**src/rtl/sadc_defs.svh**
```systemverilog
// Constants for the successive-approximation conversion control
`ifndef SADC_DEFS_SVH
`define SADC_DEFS_SVH
`define SADC_RES_BITS      8
`define SADC_DIV_RATIO     8
`define SADC_DIV_W         3
`define SADC_DIV_LAST      3'h7
`define SADC_SHIFT_W       9
`define SADC_SHIFT_CLR     9'h000
`define SADC_RESULT_RST    8'h00
`define SADC_DONE_HOLD     4'h8
`define SADC_HOLD_W        4
`define SADC_FULL_SCALE    8'hff
`endif

```
**src/rtl/sadc_pkg.sv**
```systemverilog
// Types for the successive-approximation conversion control
`default_nettype none
`include "sadc_defs.svh"
package sadc_pkg;
   typedef enum logic [1:0] {
      SADC_IDLE  = 2'b00,
      SADC_ARMED = 2'b01,
      SADC_RUN   = 2'b11,
      SADC_END   = 2'b10
   } sadc_state_t;

   typedef struct packed {
      logic cs_n;
      logic wr_n;
      logic rd_n;
      logic cmp;
   } sadc_pins_t;

   typedef struct packed {
      logic [1:0] s1;
      logic [1:0] s2;
      logic [1:0] s3;
      logic [1:0] s4;
   } sadc_sync_t;

   typedef struct packed {
      sadc_sync_t                     sync;
      logic                           wr_n_prev;
      logic                           rd_n_prev;
      sadc_state_t                    state;
      logic                           start_ff;
      logic [`SADC_DIV_W-1:0]         div;
      logic [`SADC_SHIFT_W-1:0]       shift;
      logic [`SADC_RES_BITS-1:0]      sar;
      logic [`SADC_RES_BITS-1:0]      result;
      logic                           done_ff;
      logic [`SADC_HOLD_W-1:0]        hold;
      logic                           oe;
      logic [`SADC_RES_BITS-1:0]      trial;
   } sadc_state_all_t;
endpackage : sadc_pkg
`default_nettype wire

```
**src/rtl/sadc_ctrl.sv**
```systemverilog
// Conversion control: start logic, bit search, result latch, done flag
// Notes on behaviour
// Eight MSB-first comparisons over 64 clocks
// Result latched first, then done flag falls
// New start aborts running conversion
// Done fed to start restarts continuously
// Controller gives no start after power-up
// Start strobe fall clears search and shifter
// Held in reset; starts 1-8 clocks later
// Start flop clears shifter, done, seeds token
// Clear pulse ignored while set persists
// Token exit loads output, then sets done
// Sequencer runs at one eighth clock
// Done low eight clocks despite held read
// Falling done restarts, giving short pulse
// Chip select and read clear done, drive bus
// Negative input above positive gives zero
// Start or read fall clears done flag
// Bus released and latch kept otherwise
`default_nettype none
`include "sadc_defs.svh"
module sadc_ctrl (
   // Clock and reset
   input  wire logic                      clk,
   input  wire logic                      rst_b,
   input  wire logic                      clk_en,
   // Bus strobes, asynchronous pins
   input  wire logic                      cs_n,
   input  wire logic                      wr_n,
   input  wire logic                      rd_n,
   // Analog comparator: high when input exceeds trial tap
   input  wire logic                      cmp_hi,
   // Trial code to the ladder
   output logic [`SADC_RES_BITS-1:0]      trial_code,
   // Data bus pins
   output logic [`SADC_RES_BITS-1:0]      data_o,
   output logic [`SADC_RES_BITS-1:0]      data_oe,
   // End-of-conversion flag, active low
   output logic                           done_flag_n,
   output logic                           busy
);
   sadc_pkg::sadc_state_all_t q, d;
   sadc_pkg::sadc_pins_t      pin;
   logic                      set_cond;
   logic                      wr_fall;
   logic                      rd_fall;
   logic                      read_on;
   logic                      tick;
   logic                      first_stage_flop;
   logic                      restart_clear_gate;
   logic                      result_load_gate;
   logic                      hold_idle;
   logic                      hold_last;
   logic                      busy_d;
   logic [`SADC_RES_BITS-1:0] bit_now;
   logic [`SADC_RES_BITS-1:0] decided;
   logic [`SADC_RES_BITS-1:0] next_trial;

   // Stage k of the shifter decides bit RES_BITS-k, so the top bit goes first
   function automatic logic [`SADC_RES_BITS-1:0] bit_of(
      input logic [`SADC_SHIFT_W-1:0] sh
   );
      bit_of = '0;
      for (int k = 1; k < `SADC_SHIFT_W; k++) begin
         bit_of[`SADC_RES_BITS-k] = sh[k];
      end
   endfunction

   // Comparator high keeps the trial bit; low drops it, so V- >= V+ ends at zero
   function automatic logic [`SADC_RES_BITS-1:0] decide(
      input logic [`SADC_RES_BITS-1:0] sar,
      input logic [`SADC_RES_BITS-1:0] bit_sel,
      input logic                      keep
   );
      if (keep) begin
         decide = sar;
      end else begin
         decide = sar & ~bit_sel;
      end
   endfunction

   // Two-flop synchroniser stage shared by every pin
   function automatic logic [1:0] sync2(
      input logic [1:0] stage,
      input logic       raw
   );
      sync2 = {stage[0], raw};
   endfunction

   always_comb begin
      pin.cs_n           = q.sync.s1[1];
      pin.wr_n           = q.sync.s2[1];
      pin.rd_n           = q.sync.s3[1];
      pin.cmp            = q.sync.s4[1];
      set_cond           = !pin.cs_n && !pin.wr_n;
      wr_fall            = q.wr_n_prev && !pin.wr_n;
      rd_fall            = q.rd_n_prev && !pin.rd_n;
      read_on            = !pin.cs_n && !pin.rd_n;
      tick               = (q.div == `SADC_DIV_LAST);
      first_stage_flop   = q.shift[0];
      // Clear pulse has no effect while the set condition persists
      restart_clear_gate = first_stage_flop && tick && !set_cond;
      result_load_gate   = q.shift[`SADC_SHIFT_W-1] && tick;
      hold_idle          = (q.hold == '0);
      hold_last          = (q.hold == `SADC_HOLD_W'(1));
      bit_now            = bit_of(q.shift);
      decided            = decide(q.sar, bit_now, pin.cmp);
      next_trial         = decided | (bit_now >> 1);
      d                  = q;
      // Two flops on every pin before use
      d.sync.s1   = sync2(q.sync.s1, cs_n);
      d.sync.s2   = sync2(q.sync.s2, wr_n);
      d.sync.s3   = sync2(q.sync.s3, rd_n);
      d.sync.s4   = sync2(q.sync.s4, cmp_hi);
      d.wr_n_prev = pin.wr_n;
      d.rd_n_prev = pin.rd_n;
      d.div       = q.div + `SADC_DIV_W'(1);
      if (!hold_idle) begin
         d.hold = q.hold - `SADC_HOLD_W'(1);
      end
      if (set_cond) begin
         // Wide strobe: only the first stage may take the token
         d.start_ff                 = 1'b1;
         d.shift[`SADC_SHIFT_W-1:1] = '0;
         d.sar                      = `SADC_RESULT_RST;
         d.done_ff                  = 1'b0;
         d.hold                     = '0;
         d.state                    = sadc_pkg::SADC_ARMED;
         if (tick) begin
            d.shift[0] = 1'b1;
         end
      end else if (wr_fall) begin
         // Strobe fell without chip select: search cleared, nothing started
         d.shift = `SADC_SHIFT_CLR;
         d.sar   = `SADC_RESULT_RST;
         d.state = sadc_pkg::SADC_IDLE;
      end else if (q.start_ff) begin
         d.shift[`SADC_SHIFT_W-1:1] = '0;
         d.state                    = sadc_pkg::SADC_ARMED;
         if (restart_clear_gate) begin
            // Token leaves the first stage; top bit is the first trial
            d.start_ff = 1'b0;
            d.shift    = {q.shift[`SADC_SHIFT_W-2:0], 1'b0};
            d.sar      = {1'b1, {(`SADC_RES_BITS-1){1'b0}}};
            d.state    = sadc_pkg::SADC_RUN;
         end else if (tick) begin
            d.shift[0] = 1'b1;
         end
      end else if (tick) begin
         // Token walks one stage per eight clocks
         d.shift = {q.shift[`SADC_SHIFT_W-2:0], 1'b0};
         d.sar   = next_trial;
         if (result_load_gate) begin
            d.result = decided;
            d.state  = sadc_pkg::SADC_END;
         end
      end
      // Clears come first, so a completion in the same cycle wins
      if (q.done_ff && hold_idle && read_on) begin
         d.done_ff = 1'b0;
      end
      if (rd_fall && !pin.cs_n && hold_idle) begin
         d.done_ff = 1'b0;
      end
      if (q.done_ff && hold_last && read_on) begin
         // Held read lets the flag go only after the full hold
         d.done_ff = 1'b0;
      end
      if (q.state == sadc_pkg::SADC_END && !set_cond) begin
         // Done set one cycle after the latch load
         d.done_ff = 1'b1;
         d.hold    = `SADC_DONE_HOLD;
         d.state   = sadc_pkg::SADC_IDLE;
      end
      d.oe    = read_on;
      d.trial = q.sar;
      case (d.state)
         sadc_pkg::SADC_IDLE: begin
            busy_d = 1'b0;
         end
         sadc_pkg::SADC_ARMED: begin
            busy_d = 1'b0;
         end
         sadc_pkg::SADC_RUN: begin
            busy_d = 1'b1;
         end
         sadc_pkg::SADC_END: begin
            busy_d = 1'b0;
         end
         default: begin
            busy_d = 1'b0;
         end
      endcase
   end

   always_ff @(posedge clk or negedge rst_b) begin
      if (!rst_b) begin
         q          <= '0;
         q.sync     <= '1;
         q.wr_n_prev <= 1'b1;
         q.rd_n_prev <= 1'b1;
         q.state    <= sadc_pkg::SADC_IDLE;
      end else if (clk_en) begin
         q <= d;
      end
   end

   always_ff @(posedge clk or negedge rst_b) begin
      if (!rst_b) begin
         data_o      <= `SADC_RESULT_RST;
         data_oe     <= '0;
         done_flag_n <= 1'b1;
         trial_code  <= `SADC_RESULT_RST;
         busy        <= 1'b0;
      end else if (clk_en) begin
         data_o      <= d.result;
         data_oe     <= {`SADC_RES_BITS{d.oe}};
         done_flag_n <= !d.done_ff;
         trial_code  <= d.sar;
         busy        <= busy_d;
      end
   end
endmodule : sadc_ctrl
`default_nettype wire

```
**config.mk**
```make
export PLATFORM = sky130hd
export DESIGN_NAME = sadc_ctrl
export DESIGN_NICKNAME = d
export VERILOG_FILES = /design/src/rtl/sadc_pkg.sv /design/src/rtl/sadc_ctrl.sv
export VERILOG_INCLUDE_DIRS = /design/src /design/src/rtl
export SDC_FILE = /design/constraint.sdc
export NUM_CORES = 1
export LEC_CHECK = 0
export BUFFER_PORTS_ARGS = -buffer_cell sky130_fd_sc_hd__buf_4
export CAP_MARGIN = 0
export CORE_MARGIN = 10
export CORE_UTILIZATION = 61
export CTS_CLUSTER_SIZE = 30
export DETAILED_ROUTE_END_ITERATION = 12
export PLACE_DENSITY = 0.84
export SKIP_CTS_REPAIR_TIMING = 1
export SYNTH_ARGS = -nofsm -noshare
export SYNTH_HDL_FRONTEND = slang
export SYNTH_SLANG_ARGS = --single-unit
```
**constraint.sdc**
```tcl
create_clock -name clk -period 3.7 [get_ports clk]
set_clock_uncertainty 0.15 [all_clocks]
set_input_delay 0.37 -clock clk [delete_from_list [all_inputs] [get_ports clk]]
set_output_delay 0.37 -clock clk [all_outputs]
set_load 0.01 [all_outputs]
```
Word level (Yosys, flattened, before mapping). Index checks and enable logic that the tools add are counted.

Reduce and logical (&&, ||, !) cells: 28. Add/sub/neg operators: 2. Muxes and demuxes: 29. Bitwise logic cells: 6. Equality and inequality tests: 9.

Operator list (number): two-way mux 8 bit (7); two-way mux 17 bit (3); two-way mux 25 bit (1); logical AND 1 bit (14); two-way mux 2 bit (5); two-way mux 5 bit (2); AND 8 bit (1); inverter 8 bit (1); bitwise OR 8 x 7 -> 8 bit (1); two-way mux 1 bit (7); equality test 2 bit (second input constant) (3); two-way mux 3 bit (2); AND reduction 2 bit (3); AND reduction 6 bit (1); zero test 1 bit (5); equality test 4 x 1 -> 1 bit (second input constant) (1); zero test 4 bit (1); two-way mux 4 bit (1); inequality test 4 x 1 -> 1 bit (second input constant) (1); nonzero test 4 bit (1); subtractor 4 x 1 -> 4 bit (second input constant) (1); adder 3 x 1 -> 3 bit (second input constant) (1); equality test 3 bit (second input constant) (1); inequality test 3 x 2 -> 1 bit (second input constant) (1); 7 further kinds (9).

Output and inout port bits: 26. Bits of input ports: 7. Flip-flop bits (word level): 49. Word-level logic and storage cells: 91.

Depth between registers and ports, before layout.
Word-level depth: 12. Depth in mapped cells: 8. Depth with buffers taken out: 6.

Worst setup path before layout. Ideal clock, no wire load.

Path type: register to register. Start: register q[39] (netlist name). End: register data_o[5]. Data required time: 3423 ps. Period minus slack after synthesis: 1767 ps. Slack: 1933 ps. Path buffers: 2. Setup time: 127 ps. Stages on the path, launching flop included: 8. Arrival time: 1490 ps. Cell sequence: dfrtp_1 > ha_1 > ha_1 > clkbuf_8 > and3_1 > o211ai_1 > buf_4 > o21ai_0.

Word-level cells in the longest chain between the ends: 3.

RTL lines: start, declared (RTL line sadc_ctrl.sv:42) `sadc_pkg::sadc_state_all_t q, d;`; equality test 3 bit (no line) *; logical AND 1 bit (RTL line sadc_ctrl.sv:103) `` result_load_gate = q.shift[`SADC_SHIFT_W-1] && tick; ``; AND reduction 6 bit (no line) *; end signal, assigned (RTL line sadc_ctrl.sv:210) `` data_o <= `SADC_RESULT_RST; ``; end signal, assigned (RTL line sadc_ctrl.sv:216) `data_o <= d.result;`; end, declared (RTL line sadc_ctrl.sv:36) `` output logic [`SADC_RES_BITS-1:0] data_o, ``.

Mark *: on every way between the ends. The rest lies on a longest branch, timed or not. A chain may end at the register's enable or synchronous reset.

Worst setup path in the final report.
Start: register q[39] (netlist name). End: register data_o[4].

The elaborated chain is that of the path after synthesis.

==> impl_metrics.json <==
{
  "synth_most_common_cell": "dfrtp_1",
  "grt_pass1_wl_mm": 7.251,
  "hp-start": "rd_n",
  "drv_slew": 0,
  "fp.dieH_um": 82.61,
  "grtUsageTotal_pct": 13.55,
  "synth_top_cell_by_area": "dfrtp_1",
  "overflow": 0,
  "rsz0062_at_grt": "no",
  "cts_tree": "built",
  "cts_buffers": 5,
  "synthArstFlopShare_pct": 100.0,
  "syn_inst": 217,
  "max-cap-violations": 0,
  "num_rows": 22,
  "vias": 1588,
  "dpl.hpwl_mm": 3.163,
  "h-tree-depth": 2,
  "max_slew_margin_pct": 34.69,
  "worst-setup-path-type": "reg2reg",
  "drc": 0,
  "fin_tns_setup_ns": 0,
  "grt_pass1_vias": 1516,
  "synth_edf_count": 0,
  "dieArea_mm2": 0.006824,
  "routabilityCongestion": 0.8200,
  "synthDistinctLibCells": 43,
  "ys_seq_area_share_pct": 50.76,
  "avgSynthCellArea_um2": 11.02,
  "period_share_pct": 56.26,
  "synth_commonest_cells": "dfrtp_1, o21ai_0, buf_4",
  "antenna_found_initial": 0,
  "synthFlopType": "dfrtp_1",
  "p_leak_nw": 1.138,
  "r2r_cells": 5,
  "first_iter_violations": 181,
  "fin_crit_ns": 2.081,
  "area_growth_pct": 6.593,
  "coreArea_mm2": 0.003716,
  "vias_per_cell": 5.754,
  "grt_max_degree": 49,
  "yosys-top-cells-area": "dfrtp_1, dfstp_2, buf_4, o21ai_0, mux2_2",
  "ir_drop_mv": 0.4035,
  "critPathMaxFanout": 16,
  "max_freq_ghz": 0.4804,
  "fin_nets": 239,
  "yosysTopAreaCellShare_pct": 39.77,
  "synth.ff_latch_count": 48,
  "finalSetupViolCount": 0,
  "worst_pin_slew_ns": 0.9754,
  "worst-r2r-setup-slack_ns": 1.62,
  "clockBufferDepth": 2,
  "wl_per_cell_um": 16.31,
  "final-hold-violation-count": 0,
  "root_buffer": "clkbuf_8",
  "cts.sinks": 48,
  "netlist_area_mm2": 0.002391,
  "synth_warnings": 0,
  "reg2reg_from": "q[39]",
  "hold-path-cell-count": 2,
  "io_pins": 33,
  "clkTransAtPathRegs_ns": 0.09,
  "postRouteAntennaNets": 0,
  "drive_gt1_share_pct": 32.46,
  "dieWidth_um": 82.61,
  "status": "finished, final reports clean",
  "initial_core_util_pct": 64.34,
  "fill_cells": 296,
  "routed_wl_mm": 4.502,
  "crit_path_start": "q[39]",
  "clk_latency_ns": 0.30,
  "power_mw": 1.414,
  "required_ns": 3.69,
  "drt_pre_antenna_iters": 4,
  "hold_class": "in2reg",
  "io_buffer_count": 32,
  "crit_path_end_kind": "flip-flop",
  "diodes": 0,
  "start_kind": "flip-flop",
  "arrival_ns": 2.07,
  "syn-num-nets": 229,
  "p_per_area_mw_per_mm2": 554.7
}
==> final timing paths <==
kind                             endpoint
max in group asynchronous           q[11]
worst min-delay path                d[50]
min in group asynchronous       data_o[4]
worst min register to register  data_o[6]
worst max-delay path            data_o[4]
worst max register to register  data_o[4]
==> through the flow <==
step                      utilization (%)  instance area, µm²  instances  worst slack (ns)  hold slack [ns]
after floorplan                         -                2391        217             1.933         -0.07559
after global placement              66.13                2457        267             1.742           0.2574
after detailed placement            66.13                2457        267             1.610           0.2597
after CTS                           68.32                2539        275             1.605         -0.07155
after global routing                68.59                2549        276             1.435           0.1543
final                               68.59                2549        276             1.619           0.1513
==> power breakdown <==
| part | leakage (nW) | switching [mW] | total, mW | internal [mW] |
|---|---|---|---|---|
| registers | 0.608 | 0.0998 | 0.728 | 0.628 |
| clock network | 0.0422 | 0.166 | 0.299 | 0.133 |
| logic | 0.488 | 0.202 | 0.387 | 0.185 |
==> final cells by class <==
class                   instances  area, µm²  area share, %
flip-flops and latches         48       1214          47.62
multi-input cells             127      898.4          35.25
repair buffers                 33      250.2          9.818
clock buffers                   7      76.32          2.995
well taps                      48      60.06          2.356
inverters                      12      45.04          1.767
clock inverters                 1      5.005         0.1964
==> kinds of logic after synthesis <==
family          count (synthesis)  share of synthesized area (%)
compound gates                 63                          19.15
flops                          48                          50.76
simple gates                   47                          10.26
buf+inv                        42                          11.67
mux                            11                          5.181
fa+ha+maj                       5                          2.616
xor+xnor                        1                         0.3664
==> layer usage <==
layer	routed length [µm]	up-vias	global-route usage (%)
li1	-	767	-
met1	1927	772	16.45
met2	2253	42	22.78
met3	262	7	3.024
met4	59	0	5.518
met5	0	-	0
==> sequential cells by signal, summed over array words and instances (netlist names) <==
register	cells
data_o	8
trial_code	8
bit_now	8
pin	2
data_oe	1
q	12
busy	1
done_flag_n	1
d	6
first_stage_flop	1
==> worst max-delay path, stage by stage, from the launching register on <==
cell,delay [ns]
dfrtp_1,0.41
ha_1,0.20
ha_1,0.29
and3_1,0.19
o211ai_1,0.44
o21ai_0,0.24
==> cell usage in the layout (no fill, tap or decap), types with 2 or more instances in the layout <==
master | Yosys | final
o31ai_1 | 3 | 3
nor3_1 | 5 | 5
o22a_1 | 2 | 2
nand2_1 | 16 | 16
buf_4 | 24 | 32
a21boi_0 | 2 | 2
nand2b_1 | 3 | 3
nor2_2 | 2 | 2
o21ai_2 | 2 | 2
a22o_2 | 7 | 7
nor2_1 | 10 | 10
clkbuf_1 | 2 | 2
nor2b_1 | 2 | 2
o21ai_0 | 25 | 25
a221o_1 | 7 | 7
dfrtp_1 | 38 | 38
ha_1 | 5 | 5
dfstp_2 | 10 | 10
o2bb2ai_1 | 3 | 3
inv_1 | 11 | 11
a21oi_1 | 4 | 4
clkbuf_8 | 3 | 5
mux2_2 | 11 | 11
Power figures use the tool's default switching activity.
